--- config.mk ---
export PLATFORM = sky130hd
export DESIGN_NAME = lsbec_top
export DESIGN_NICKNAME = d
export VERILOG_FILES = /design/src/lsbec_pkg.sv /design/src/lsbec_cond.sv /design/src/lsbec_top.sv
export SDC_FILE = /design/constraint.sdc
export NUM_CORES = 1
export LEC_CHECK = 0
export ABC_AREA = 1
export BUFFER_PORTS_ARGS = -buffer_cell sky130_fd_sc_hd__buf_2
export CAP_MARGIN = 20
export CORE_UTILIZATION = 25
export DETAILED_ROUTE_END_ITERATION = 7
export GPL_ROUTABILITY_DRIVEN = 0
export HOLD_SLACK_MARGIN = 0.12
export PLACE_DENSITY = 0.45
export SYNTH_ARGS = -nofsm -noshare
export SYNTH_HDL_FRONTEND = slang
export SYNTH_HIERARCHICAL = 1
export SYNTH_SLANG_ARGS = --single-unit
--- constraint.sdc ---
create_clock -name i_clk -period 8.3 [get_ports i_clk]
set_clock_uncertainty 0.15 [all_clocks]
set_input_delay 0.415 -clock i_clk [delete_from_list [all_inputs] [get_ports i_clk]]
set_output_delay 0.415 -clock i_clk [all_outputs]
set_load 0.02 [all_outputs]
--- src/lsbec_pkg.sv ---
/*
 * Constants for the load/store block event counter: event selection codes,
 * unit masks, counter width and reset values.
 * Assumes nothing beyond a SystemVerilog compiler.
 */
package lsbec_pkg;
   localparam int unsigned EVSEL_W = 8;
   localparam int unsigned CNT_W   = 48;

   localparam logic [7:0] EV_LOAD_BLOCK  = 8'h03;
   localparam logic [7:0] EV_STORE_BLOCK = 8'h04;

   localparam logic [7:0] UM_OVERLAP     = 8'h08;
   localparam logic [7:0] UM_RETIRE      = 8'h10;
   localparam logic [7:0] UM_L1D         = 8'h20;
   localparam logic [7:0] UM_SB_DRAIN    = 8'h01;
   localparam logic [7:0] UM_ORDER       = 8'h02;
   localparam logic [7:0] UM_SNOOP       = 8'h08;

   localparam logic [47:0] CNT_RST       = 48'h0;
   localparam int unsigned SNOOP_RESUB_CYCLES = 1;

   typedef enum logic [6:0] {
      LSBEC_SEL_NONE    = 7'h01,
      LSBEC_SEL_OVERLAP = 7'h02,
      LSBEC_SEL_RETIRE  = 7'h04,
      LSBEC_SEL_L1D     = 7'h08,
      LSBEC_SEL_DRAIN   = 7'h10,
      LSBEC_SEL_ORDER   = 7'h20,
      LSBEC_SEL_SNOOP   = 7'h40
   } lsbec_sel_t;
endpackage

--- src/lsbec_cond.sv ---
/*
 * Per-condition combiner: ORs a vector of trigger inputs into one hit.
 * Assumes triggers come from logic on the same clock.
 */
`timescale 1ns/1ps
module lsbec_cond #(
   parameter int unsigned N = 4
) (
   // Triggers.
   input  wire logic [N-1:0] i_trig,
   // Combined hit.
   output logic              o_hit
);
   assign o_hit = |i_trig;
endmodule

--- src/lsbec_top.sv ---
/*
 * Load/store block event counter: decodes an event number and unit mask and
 * advances a general-purpose counter from pipeline condition pulses.
 * Assumes all condition inputs are synchronous to i_clk.
 */
// What this block does
// - 03H/10H counts loads held until retirement.
// - Retirement hold covers uncacheable, split, other loads.
// - 03H/20H counts loads stalled by L1D.
// - Of the misses, only a demand miss counts, and only while the miss tracker is full.
// - 04H/01H counts every store buffer drain cycle.
// - 04H/02H counts store ordering wait cycles.
// - Ordering stall ends at snoop response.
// - 04H/08H counts snoop-taken store port cycles.
// - Snoop-stalled store resubmits next cycle.
// - Overlap fires on misaligned or eight-byte split.
// - Overlap fires on four-kilobyte aliasing.
// - Overlapped load held until store commits.
// - 03H/08H selects the store-overlap load event.
`timescale 1ns/1ps
module lsbec_top
   import lsbec_pkg::*;
#(
   parameter int unsigned CW = lsbec_pkg::CNT_W
) (
   // Clock and reset.
   input  wire logic                         i_clk,
   input  wire logic                         i_nrst,
   // Event selection.
   input  wire logic [lsbec_pkg::EVSEL_W-1:0] i_event_num,
   input  wire logic [lsbec_pkg::EVSEL_W-1:0] i_unit_mask,
   input  wire logic                         i_count_en,
   // Store-overlap load block triggers.
   input  wire logic                         i_ovl_partial,
   input  wire logic                         i_ovl_misaligned_store,
   input  wire logic                         i_ovl_eight_byte_split,
   input  wire logic                         i_ovl_page_alias,
   input  wire logic                         i_ovl_store_committed,
   // Retirement hold triggers, one pulse per blocked load.
   input  wire logic                         i_ret_uncacheable,
   input  wire logic                         i_ret_line_split,
   input  wire logic                         i_ret_other,
   // First-level cache stall triggers.
   input  wire logic                         i_l1d_miss_demand,
   input  wire logic                         i_l1d_miss_sw_pf,
   input  wire logic                         i_l1d_miss_hw_pf,
   input  wire logic                         i_l1d_miss_done,
   input  wire logic                         i_l1d_line_split,
   input  wire logic                         i_l1d_partial_read,
   input  wire logic                         i_l1d_locked_load,
   // Store side conditions.
   input  wire logic                         i_store_buffer_empty_out,
   input  wire logic                         i_order_wait_start,
   input  wire logic                         i_order_snoop_resp,
   input  wire logic                         i_snoop_port_busy,
   input  wire logic                         i_store_snoop_stall,
   // Counter.
   output logic [CW-1:0]                     o_count,
   output logic                              o_sel_valid,
   output logic                              o_load_overlap_held,
   output logic                              o_store_resubmit
);
   import lsbec_pkg::*;

   localparam int unsigned MW = 4;

   typedef struct packed {
      logic [CW-1:0] cnt;
      lsbec_sel_t    sel;
      logic          ovl_held;
      logic          order_wait;
      logic [MW-1:0] miss_out;
      logic          resub;
   } lsbec_state_t;

   lsbec_state_t s_q;
   lsbec_state_t s_d;

   logic ovl_trig;
   logic ret_hit;
   logic l1d_other;
   logic miss_full;
   logic ev_inc;
   logic snoop_cyc;
   logic [2:0] miss_new;
   logic [MW-1:0] miss_sum;

   lsbec_cond #(.N(4)) u_ovl (
      .i_trig ({i_ovl_partial, i_ovl_misaligned_store, i_ovl_eight_byte_split, i_ovl_page_alias}),
      .o_hit  (ovl_trig)
   );

   lsbec_cond #(.N(3)) u_ret (
      .i_trig ({i_ret_uncacheable, i_ret_line_split, i_ret_other}),
      .o_hit  (ret_hit)
   );

   lsbec_cond #(.N(3)) u_l1d (
      .i_trig ({i_l1d_line_split, i_l1d_partial_read, i_l1d_locked_load}),
      .o_hit  (l1d_other)
   );

   assign miss_new = {2'b00, i_l1d_miss_demand} + {2'b00, i_l1d_miss_sw_pf} + {2'b00, i_l1d_miss_hw_pf};
   assign miss_full = (s_q.miss_out == {MW{1'b1}});
   assign snoop_cyc = i_snoop_port_busy && i_store_snoop_stall;

   always_comb begin
      s_d = s_q;
      s_d.sel = LSBEC_SEL_NONE;
      if (i_event_num == EV_LOAD_BLOCK) begin
         case (i_unit_mask)
            UM_OVERLAP: s_d.sel = LSBEC_SEL_OVERLAP;
            UM_RETIRE:  s_d.sel = LSBEC_SEL_RETIRE;
            UM_L1D:     s_d.sel = LSBEC_SEL_L1D;
            default:    s_d.sel = LSBEC_SEL_NONE;
         endcase
      end else if (i_event_num == EV_STORE_BLOCK) begin
         case (i_unit_mask)
            UM_SB_DRAIN: s_d.sel = LSBEC_SEL_DRAIN;
            UM_ORDER:    s_d.sel = LSBEC_SEL_ORDER;
            UM_SNOOP:    s_d.sel = LSBEC_SEL_SNOOP;
            default:     s_d.sel = LSBEC_SEL_NONE;
         endcase
      end
      if (ovl_trig) begin
         s_d.ovl_held = 1'b1;
      end else if (i_ovl_store_committed) begin
         s_d.ovl_held = 1'b0;
      end
      // ordering wait ends on snoop response.
      if (i_order_snoop_resp) begin
         s_d.order_wait = 1'b0;
      end else if (i_order_wait_start) begin
         s_d.order_wait = 1'b1;
      end
      miss_sum = s_q.miss_out + {1'b0, miss_new};
      if (i_l1d_miss_done && (miss_sum != {MW{1'b0}})) begin
         miss_sum = miss_sum - {{(MW-1){1'b0}}, 1'b1};
      end
      if (miss_sum < s_q.miss_out && miss_new != 3'b000) begin
         miss_sum = {MW{1'b1}};
      end
      s_d.miss_out = miss_sum;
      s_d.resub = snoop_cyc;
      ev_inc = 1'b0;
      case (s_q.sel)
         LSBEC_SEL_OVERLAP: ev_inc = ovl_trig;
         LSBEC_SEL_RETIRE:  ev_inc = ret_hit;
         LSBEC_SEL_L1D:     ev_inc = l1d_other || (miss_full && i_l1d_miss_demand);
         LSBEC_SEL_DRAIN:   ev_inc = i_store_buffer_empty_out;
         LSBEC_SEL_ORDER:   ev_inc = s_q.order_wait && !i_order_snoop_resp;
         LSBEC_SEL_SNOOP:   ev_inc = snoop_cyc;
         default:           ev_inc = 1'b0;
      endcase
      if (ev_inc && i_count_en) begin
         s_d.cnt = s_q.cnt + {{(CW-1){1'b0}}, 1'b1};
      end
   end

   always_ff @(posedge i_clk or negedge i_nrst) begin
      if (!i_nrst) begin
         s_q.cnt        <= CNT_RST[CW-1:0];
         s_q.sel        <= LSBEC_SEL_NONE;
         s_q.ovl_held   <= 1'b0;
         s_q.order_wait <= 1'b0;
         s_q.miss_out   <= {MW{1'b0}};
         s_q.resub      <= 1'b0;
      end else begin
         s_q <= s_d;
      end
   end

   assign o_count             = s_q.cnt;
   assign o_sel_valid         = (s_q.sel != LSBEC_SEL_NONE);
   assign o_load_overlap_held = s_q.ovl_held;
   assign o_store_resubmit    = s_q.resub;

   property p_hold_invalid;
      @(posedge i_clk) disable iff (!i_nrst)
         (s_q.sel == LSBEC_SEL_NONE) |=> (o_count == $past(o_count));
   endproperty
   a_hold_invalid: assert property (p_hold_invalid) else $error("count moved on invalid selection");

   property p_drain;
      @(posedge i_clk) disable iff (!i_nrst)
         (s_q.sel == LSBEC_SEL_DRAIN && i_count_en && i_store_buffer_empty_out) |=> (o_count == $past(o_count) + 1'b1);
   endproperty
   a_drain: assert property (p_drain) else $error("drain cycle not counted");

   property p_retire;
      @(posedge i_clk) disable iff (!i_nrst)
         (s_q.sel == LSBEC_SEL_RETIRE && i_count_en && i_ret_uncacheable) |=> (o_count != $past(o_count));
   endproperty
   a_retire: assert property (p_retire) else $error("retirement block not counted");

   property p_order_end;
      @(posedge i_clk) disable iff (!i_nrst)
         i_order_snoop_resp |=> !s_q.order_wait;
   endproperty
   a_order_end: assert property (p_order_end) else $error("order wait outlived snoop response");

   property p_order_cnt;
      @(posedge i_clk) disable iff (!i_nrst)
         (s_q.sel == LSBEC_SEL_ORDER && s_q.order_wait && !i_order_snoop_resp && i_count_en)
            |=> (o_count == $past(o_count) + 1'b1);
   endproperty
   a_order_cnt: assert property (p_order_cnt) else $error("order wait cycle not counted");

   property p_snoop;
      @(posedge i_clk) disable iff (!i_nrst)
         (s_q.sel == LSBEC_SEL_SNOOP && snoop_cyc && i_count_en) |=> (o_count == $past(o_count) + 1'b1);
   endproperty
   a_snoop: assert property (p_snoop) else $error("snoop stall not counted");

   property p_resub;
      @(posedge i_clk) disable iff (!i_nrst)
         snoop_cyc |=> o_store_resubmit;
   endproperty
   a_resub: assert property (p_resub) else $error("store not resubmitted");

   property p_ovl_hold;
      @(posedge i_clk) disable iff (!i_nrst)
         (o_load_overlap_held && !i_ovl_store_committed) |=> o_load_overlap_held;
   endproperty
   a_ovl_hold: assert property (p_ovl_hold) else $error("overlap hold released early");

   property p_alias;
      @(posedge i_clk) disable iff (!i_nrst)
         i_ovl_page_alias |=> o_load_overlap_held;
   endproperty
   a_alias: assert property (p_alias) else $error("page alias did not block load");

   property p_split_block;
      @(posedge i_clk) disable iff (!i_nrst)
         (i_ovl_misaligned_store || i_ovl_eight_byte_split) |=> o_load_overlap_held;
   endproperty
   a_split_block: assert property (p_split_block) else $error("misaligned or split load not blocked");

   property p_overlap_cnt;
      @(posedge i_clk) disable iff (!i_nrst)
         (s_q.sel == LSBEC_SEL_OVERLAP && ovl_trig && i_count_en) |=> (o_count == $past(o_count) + 1'b1);
   endproperty
   a_overlap_cnt: assert property (p_overlap_cnt) else $error("overlap load not counted");

   property p_sel_overlap;
      @(posedge i_clk) disable iff (!i_nrst)
         (i_event_num == EV_LOAD_BLOCK && i_unit_mask == UM_OVERLAP) |=> o_sel_valid;
   endproperty
   a_sel_overlap: assert property (p_sel_overlap) else $error("overlap selection not accepted");

   property p_ret_split;
      @(posedge i_clk) disable iff (!i_nrst)
         (s_q.sel == LSBEC_SEL_RETIRE && i_count_en && (i_ret_line_split || i_ret_other))
            |=> (o_count == $past(o_count) + 1'b1);
   endproperty
   a_ret_split: assert property (p_ret_split) else $error("held load not counted");

   property p_l1d_cnt;
      @(posedge i_clk) disable iff (!i_nrst)
         (s_q.sel == LSBEC_SEL_L1D && l1d_other && i_count_en) |=> (o_count == $past(o_count) + 1'b1);
   endproperty
   a_l1d_cnt: assert property (p_l1d_cnt) else $error("cache stall not counted");

   property p_miss_full_cnt;
      @(posedge i_clk) disable iff (!i_nrst)
         (s_q.sel == LSBEC_SEL_L1D && miss_full && i_l1d_miss_demand && i_count_en)
            |=> (o_count == $past(o_count) + 1'b1);
   endproperty
   a_miss_full_cnt: assert property (p_miss_full_cnt) else $error("miss limit stall not counted");

   property p_en_hold;
      @(posedge i_clk) disable iff (!i_nrst)
         !i_count_en |=> (o_count == $past(o_count));
   endproperty
   a_en_hold: assert property (p_en_hold) else $error("count moved while disabled");
endmodule

==> metrics.txt, run 1 <==
R2R Path End=s_q[3]; multiplexer share of the synthesized area=0%; Worst-Skew Late Latency=340 ps; #FFs+latches synth=62; Root Buffer Master=clkbuf_16; via/cell ratio=4.233; Detailed Route Iter0 Violations=186; most frequent cell after synthesis=nand2_1; first-pass GRT wire length=20.59 mm; Yosys top cell area share=33.15%; Final HPWL DP=9.707 mm; period utilization=40.84%; crit end category=flop; initial antenna violation count=0; actual slew at the worst max-slew pin=815.9 ps; Worst R2R Setup Slack=5230 ps; met2 wire length=5.759 mm; Post-synth EDFFs=0; Ports=90; Pwr Total=0.8260 mW; final hold violation count=0; Core ar.=18020 µm²; WL final=12.27 mm; DR WL/cell=12.93 µm; Commonest cells post-synth=243 x nand2_1, 73 x nor2_1, 64 x inv_1, 61 x dfrtp_1, 52 x buf_4; gr ovfl total=0; Layout area overhead=13.59%; VDD IR-drop max=0.1242 mV; Residual DRC=0; Syn Inst Count=668; largest cells by area after synthesis=dfrtp_1 33%, nand2_1 20%, buf_4 8.5%; # diodes=0; Yosys top cell by area=dfrtp_1; global-route usage over all layers=14.39%; CP Launch Type=input pin; DR vias=4017; largest net degree at the start of global routing=63; vias in the first global route=4028; post-CTS setup repair buffer count=0; CP Max Fanout=4; leakage=2.615 nW; hold crit path type=in -> async; # rows=49; DRT Pass-1 Iters=4; # setup viols final=0; worst endpoint required time=8420 ps; Worst-path clk slew=50 ps; Worst slew margin=45.61%; pre-CTS setup slack=4573 ps; fmax=0.2950 GHz; DIE AREA=18960 µm²; max cap viols=0; port bufs=89; largest family of logic cells by synthesized area=simple AND/OR/NAND/NOR gates; sequential cell area fraction in the yosys report=33.72%; Post-Place Cells=931; XOR/XNOR Fraction of Synth Area=8.940%; crit path time final=3390 ps; TritonCTS sink count=62; Hold Slack=112.3 ps; post-synthesis compound-gate area fraction=1.359%; Die H=137.7 µm; synth warn=6; share of layout cells above drive strength 1=17.78%; nets@finish=764; post-synthesis simple-gate area fraction=38.15%; Syn Std Cell Area=4604 µm²; Worst Reg-to-Reg Cells=15; most used flip-flop cell after synthesis=dfrtp_1; uppermost layer routed=met4; syn_nets=717; Starting Density=25.54%; clk buf depth=2; outcome=completed; Critical R2R Launch=s_q[1]; pwr/cell area=157.9 nW/µm²; FFs w/ async S/R, synth=100.0%; Met1 Routed Length=5.637 mm; Avg Synthesized Cell Area=6.893 µm²; Die Span X=137.7 µm; setup TNS=0 ps; arrival time at the worst endpoint=3510 ps; RSZ-0062 raised after global routing=false; max-slew violations=0; CTS tree=done; met3 wire length=690 µm; Max H-tree Level=3; number of buffers created by CTS=9; Distinct cells, synth=33; Crit Path Category=in -> reg; post-route worst setup slack=4910 ps; non-filler cells, final=949; post-synthesis adder-cell area fraction=3.043%; Final ANT Viol Nets=0
==> cell families after synthesis <==
| logic type | after synthesis |
|---|---|
| buffers and inverters | 127 |
| xor gates and xnor gates | 47 |
| adders and majority gates | 10 |
| and+or+nand+nor | 411 |
| AOI/OAI and AO/OA | 11 |
| DFF | 62 |
==> worst max-delay path by stage <==
| stage | startpoint | end | slack, ps | depth (start not counted) |
|---|---|---|---|---|
| 5_1_grt | i_l1d_miss_demand | s_q[2] | 4620 | 17 |
| 3_3_place_gp | i_l1d_miss_demand | s_q[3] | 4620 | 17 |
| 2_1_floorplan | i_l1d_miss_demand | s_q[1] | 4930 | 16 |
| 3_5_place_dp | i_l1d_miss_demand | s_q[3] | 4570 | 17 |
| 4_1_cts | i_l1d_miss_demand | s_q[3] | 4920 | 17 |
| 6_report | i_l1d_miss_demand | s_q[3] | 4910 | 17 |
==> per-stage QoR <==
| stage | cell area (µm²) | util, % |
|---|---|---|
| after detailed placement | 4936 | 27.38 |
| final | 5230 | 29.02 |
| after global placement | 4936 | 27.38 |
| after global routing | 5230 | 29.02 |
| after CTS | 5230 | 29.02 |
| after floorplan | 4604 | - |
==> worst max-delay path, stage by stage <==
cell and delay [ps]:
buf_2 120, fa_1 550, ha_1 190, inv_1 60, fa_1 510, ha_1 230
inv_1 50, nor2_1 40, nand3_1 80, nand3_1 110, nor2_1 140, xor2_1 200
inv_1 60, ha_1 290, a211oi_1 230, nand2_1 150, nand2_1 90
==> cell type report <==
type / instances / area [µm²]
inverter: 70 / 265.3
fill: 2022 / 12790
tap: 229 / 286.5
clock buffer: 14 / 264.0
timing repair buffer: 93 / 480.5
multi-input combinational: 479 / 2371
clock inverter: 2 / 10.01
sequential: 62 / 1553
==> flip-flops by register name (all words and copies together), names as in the netlist <==
signal,flops
o_load_overlap_held,1
o_count,48
s_q,12
o_store_resubmit,1
==> routing by layer <==
layer	track usage [%]	vias up
met3	4.525	13
li1	-	2115
met4	4.167	0
met5	0	-
met2	24.09	85
met1	17.58	1804
==> repair_timing <==
action                                  4_1_cts  5_1_grt
gates resized for setup                       0        0
hold buffers                                  2        0
endpoints found under the hold margin         2        0
endpoints found under the setup margin        0        0
==> cells in the final DEF (no fill, tap or decap), types with 2 or more instances in the layout <==
cell	synthesis	routed
nand4_1	9	9
buf_2	5	89
ha_1	8	8
nor3b_1	2	2
xnor2_1	18	18
dfrtp_1	61	61
nand2_2	2	2
clkbuf_8	0	2
or2_2	4	4
nor3_1	28	28
nand3_1	37	37
nand2_1	243	243
clkbuf_1	0	3
clkbuf_16	0	9
nor2_2	4	4
o21ai_1	6	6
fa_1	2	2
nor2_1	73	73
inv_2	5	5
xor2_1	29	29
dlygate4sd3_1	0	2
nor2_8	2	2
inv_1	64	64
nor3_2	2	2
buf_4	52	2
clkinv_2	0	2
==> report_power, final <==
part	switching (mW)	internal [mW]	total, mW
registers	0.0102	0.311	0.322
clock network	0.134	0.217	0.351
logic	0.0911	0.0622	0.153
total	0.235	0.591	0.826
No activity file was read; power rests on OpenSTA's default activity.
==> inputs of run 2 (changes only) <==
Clock period 8.3 ns to 3.3 ns, I/O delays scaled along.
==> metrics.txt, run 2 (synthesis gave the netlist of run 1 again) <==
outcome=completed; Filler cells=2043 (+1.0%); clk buf depth=2 (unchanged); share of layout cells above drive strength 1=17.40% (-0.37 points); DIE AREA=18960 µm² (unchanged); RSZ-0062 raised after global routing=false; Layout area overhead=19.81%; # rows=49 (unchanged); Starting Density=25.54% (unchanged); Root Buffer Master=clkbuf_16; Die Span X=137.7 µm (unchanged); final hold violation count=0 (unchanged); Residual DRC=0 (unchanged); Worst Reg-to-Reg Cells=15 (unchanged); Detailed Route Iter0 Violations=207 (+11%); largest net degree at the start of global routing=54 (-14%); arrival time at the worst endpoint=3150 ps (-360 ps); post-CTS setup repair buffer count=0 (unchanged); Core ar.=18020 µm² (unchanged); Hold Slack=139.0 ps (+26.62 ps); port bufs=89 (unchanged); TritonCTS sink count=62 (unchanged); crit end category=flop; CP Launch Type=input pin; setup TNS=0 ps (unchanged); share of power burned in registers=36.8% (-2.1 points); Crit Path Category=in -> reg; Die H=137.7 µm (unchanged); DR vias=4119 (+2.5%); most common cell after layout, fill and taps aside=nand2_1; combinational power share=19.1% (+0.5 points); Switching Fraction=27.47% (-0.96 points); Final HPWL DP=9.935 mm (+2.3%); global-route usage over all layers=14.43% (+0.041 points); Worst-path clk slew=50 ps (about the same); pwr/cell area=398.7 nW/µm² (+150%); Clk pwr share=44.1% (+1.6 points); Final ANT Viol Nets=0 (unchanged); CP Max Fanout=4 (unchanged); period utilization=91.72%; WHS Path Cells=6; worst endpoint required time=3430 ps (-4990 ps); # diodes=0 (unchanged); Int Pwr=1.595 mW (+170%); WL final=12.57 mm (+2.4%); max reg flops=48 (unchanged); DRT Pass-1 Iters=4 (unchanged); max-slew violations=0 (unchanged); DR WL/cell=12.88 µm (-0.39%); most frequent cells in the layout=243 x nand2_1, 89 x buf_2, 73 x nor2_1, 64 x inv_1, 61 x dfrtp_1; fmax=0.3304 GHz; initial antenna violation count=0 (unchanged); leakage=2.741 nW (+4.8%); P_sw=0.6042 mW (+160%); gr ovfl total=0 (unchanged); VDD IR-drop max=0.2596 mV (+110%); max cap viols=0 (unchanged); crit path time final=3027 ps; vias in the first global route=4171 (+3.6%); number of buffers created by CTS=9 (unchanged); actual slew at the worst max-slew pin=687.5 ps (-128.4 ps); CTS tree=done; via/cell ratio=4.220 (-0.30%); # setup viols final=0 (unchanged); Worst slew margin=54.10% (+8.5 points); Worst-Skew Late Latency=340 ps (about the same); first-pass GRT wire length=20.66 mm (+0.34%); Ports=90 (unchanged); hold crit path type=in -> reg; nets@finish=791 (+3.5%); Max H-tree Level=3 (unchanged)
==> run 2: final cells by class <==
| class | count | area (µm²) | share of cell area [%] |
|---|---|---|---|
| multi-input cells | 479 | 2371 | 42.98 |
| flip-flops and latches | 62 | 1553 | 28.15 |
| repair buffers | 120 | 743.2 | 13.47 |
| well taps | 229 | 286.5 | 5.194 |
| clock buffers | 15 | 267.8 | 4.854 |
| inverters | 70 | 265.3 | 4.808 |
| clock inverters | 1 | 30.03 | 0.5443 |
==> run 2: power groups by stage <==
| stage | Combinational (mW) | Sequential [mW] | Clock [mW] |
|---|---|---|---|
| 2_1_floorplan | 0.282 | 0.812 | 0 |
| 3_3_place_gp | 0.405 | 0.822 | 0 |
| 3_5_place_dp | 0.414 | 0.821 | 0 |
| 4_1_cts | 0.427 | 0.809 | 1.00 |
| 5_1_grt | 0.495 | 0.811 | 1.03 |
| 6_report | 0.421 | 0.808 | 0.970 |
==> run 2: final timing paths <==
path	from	end	slack (ps)
worst max-delay path	i_l1d_miss_demand	s_q[1]	270
worst min-delay path	i_l1d_miss_done	s_q[1]	140
worst max register to register	s_q[1]	s_q[1]	340
worst min register to register	o_count[18]	o_count[18]	350
max in group asynchronous	i_nrst	s_q[7]	1870
min in group asynchronous	i_nrst	o_count[26]	200
==> run 2: what timing repair did <==
item                                   4_1_cts  5_1_grt
gates resized for setup                      0        0
hold buffers                                26        0
endpoints found under the hold margin       34        0
==> run 2: routing by layer <==
metal	global-route usage [%]	vias to the layer above	share of wire (%)
li1	-	2161	-
met5	0	-	0
met1	17.43	1860	45
met2	24.76	94	49
met3	4.636	4	5.8
met4	3.261	0	0.49
==> run 2: worst max-delay path: stages <==
cell and delay, ps:
buf_2 110, fa_1 550, ha_1 160, inv_1 50, fa_1 470, ha_1 210, inv_1 50, nor2_1 40
nand3_1 90, nand3_1 100, nor2_1 120, xor2_1 200, inv_1 60, ha_1 280, a211oi_1 240, nand2_1 140
nand2_1 90
==> run 2: through the flow <==
stage	setup slack [ps]	power [mW]	area (µm²)	std cells	util, %
final	273.2	2.200	5517	976	30.61
after global routing	31.77	2.335	5517	976	30.61
after CTS	259.2	2.236	5517	976	30.61
after detailed placement	-85.89	1.235	4959	934	27.51
after global placement	-29.52	1.227	4959	934	27.51
after floorplan	182.9	1.094	4604	668	-
==> inputs of run 3 (changes only) <==
Settings changed: CAP_MARGIN 20 to 40, RECOVER_POWER set to 100.
==> metrics.txt, run 3 (synthesis gave the netlist of run 1 again) <==
DR WL/cell=12.93 µm (+0.43%); number of buffers created by CTS=9 (unchanged); DR vias=4121 (+0.049%); max-slew violations=0 (unchanged); max incr delay on CP=560 ps (about the same); leakage=2.513 nW (-8.3%); Worst-Skew Late Latency=340 ps (about the same); Layout area overhead=18.10%; actual slew at the worst max-slew pin=1316 ps (+628.3 ps); post-route core utilization=30.17% (-0.44 points); final instance area=5438 µm² (-1.4%); crit end category=flop; PostCTS Resize Cnt=0 (unchanged); Filler cells=2057 (+0.69%); nets@finish=791 (unchanged); vias in the first global route=4171 (unchanged); CP Launch Type=input pin; largest net degree at the start of global routing=54 (unchanged); CTS tree=done; Hold Slack=139.3 ps (+0.2980 ps); gr ovfl total=0 (unchanged); Residual DRC=0 (unchanged); cell at the slowest stage of the critical path=fa_1; Root Buffer Master=clkbuf_16; Post-DP Area=4959 µm² (unchanged); fmax=0.3309 GHz (+0.17%); RSZ-0062 raised after global routing=false; arrival time at the worst endpoint=3150 ps (about the same); Die H=137.7 µm (unchanged); DRT Pass-1 Iters=4 (unchanged); Worst Reg-to-Reg Cells=15 (unchanged); # rows=49 (unchanged); TritonCTS sink count=62 (unchanged); most frequent cells in the layout=243 x nand2_1, 73 x nor2_1, 64 x inv_1, 61 x dfrtp_1, 59 x clkbuf_1; most common cell after layout, fill and taps aside=nand2_1; Ports=90 (unchanged); Die Span X=137.7 µm (unchanged); outcome=completed; WL final=12.62 mm (+0.43%); Crit Path Category=in -> reg; WHS Path Cells=6 (unchanged); max cap viols=0 (unchanged); final hold violation count=0 (unchanged); period utilization=91.57% (-0.16 points); Pwr Total=2.198 mW (about the same); # diodes=0 (unchanged); Core ar.=18020 µm² (unchanged); hold crit path type=in -> reg; # setup viols final=0 (unchanged); clk buf depth=2 (unchanged); DIE AREA=18960 µm² (unchanged); Starting Density=25.54% (unchanged); first-pass GRT wire length=20.66 mm (unchanged); pre-CTS setup slack=-85.89 ps (unchanged); worst endpoint required time=3420 ps (about the same); post-route worst setup slack=278.3 ps (+5.139 ps); crit path time final=3022 ps (-5.139 ps); CP Max Fanout=4 (unchanged); max reg flops=48 (unchanged); share of layout cells above drive strength 1=9.906% (-7.5 points); Final ANT Viol Nets=0 (unchanged); Detailed Route Iter0 Violations=221 (+6.8%); Max H-tree Level=3 (unchanged); pwr/cell area=404.3 nW/µm² (+1.4%); crit-path cells=clkbuf_1 > fa_1 > ha_1 > inv_1 > fa_1 > ha_1 > inv_1 > nor2_1 > nand3_1 > nand3_1 > nor2_1 > xor2_1 > inv_1 > ha_1 > a211oi_1 > nand2_1 > nand2_1; Worst slew margin=12.28% (-42 points); Worst-path clk slew=50 ps (about the same); initial antenna violation count=0 (unchanged); global-route usage over all layers=14.43% (unchanged); VDD IR-drop max=0.2596 mV (about the same); port bufs=89 (unchanged); via/cell ratio=4.222 (about the same); Final HPWL DP=9.935 mm (unchanged)
-- run 3: cell count changes in the layout (fill, tap and decap cells not counted) --
cell,previous run,this run
o21ai_1,6,2
nor3_2,2,1
clkbuf_1,4,59
o21ai_0,1,5
buf_2,89,34
clkbuf_2,0,2
nor3_1,28,29
buf_4,5,3
-- run 3: through the flow --
step / cells / setup TNS, ps
3_3_place_gp: 934 / -110.9
6_report: 976 / 0
4_1_cts: 976 / 0
2_1_floorplan: 668 / 0
3_5_place_dp: 934 / -331.5
5_1_grt: 976 / 0
-- run 3: area by class of cell --
type	count	area (µm²)	share of cell area, %
Multi-Input combinational cell	479	2366	43.51
Inverter	70	265.3	4.878
Timing Repair Buffer	120	669.4	12.31
Sequential cell	62	1553	28.55
Tap cell	229	286.5	5.269
Clock inverter	1	30.03	0.5522
Clock buffer	15	267.8	4.924
-- run 3: power breakdown --
group,total [mW],leakage (nW),internal [mW],switching (mW)
sequential,0.809,0.835,0.783,0.0251
clock,0.970,0.144,0.627,0.343
combinational,0.420,1.53,0.184,0.236
-- run 3: path summary, 6_finish.rpt --
kind	from	endpoint	slack (ps)
max reg2reg	s_q[1]	s_q[1]	340
max in group asynchronous	i_nrst	s_q[8]	870
min	i_l1d_miss_done	s_q[1]	140
max	i_l1d_miss_demand	s_q[1]	280
min reg2reg	o_count[18]	o_count[18]	350
min in group asynchronous	i_nrst	o_count[26]	500
-- run 3: routing by layer --
metal	global-route usage [%]	part of all wire, %
met1	17.43	46
met2	24.76	48
met3	4.636	4.8
met4	3.261	1.1
met5	0	0
-- run 3: worst max-delay path, delay by kind of cell --
| kind | cells | cell delay (ps) |
|---|---|---|
| compound gates | 1 | 240 |
| fa+ha+maj | 5 | 1680 |
| xor+xnor | 1 | 200 |
| buf+inv | 4 | 260 |
| simple gates | 6 | 580 |
-- run 3: repair_timing --
action / CTS / global route
hold buffers: 26 / 0
hold endpoints to repair: 34 / 0
buffers inserted: 0 / 0
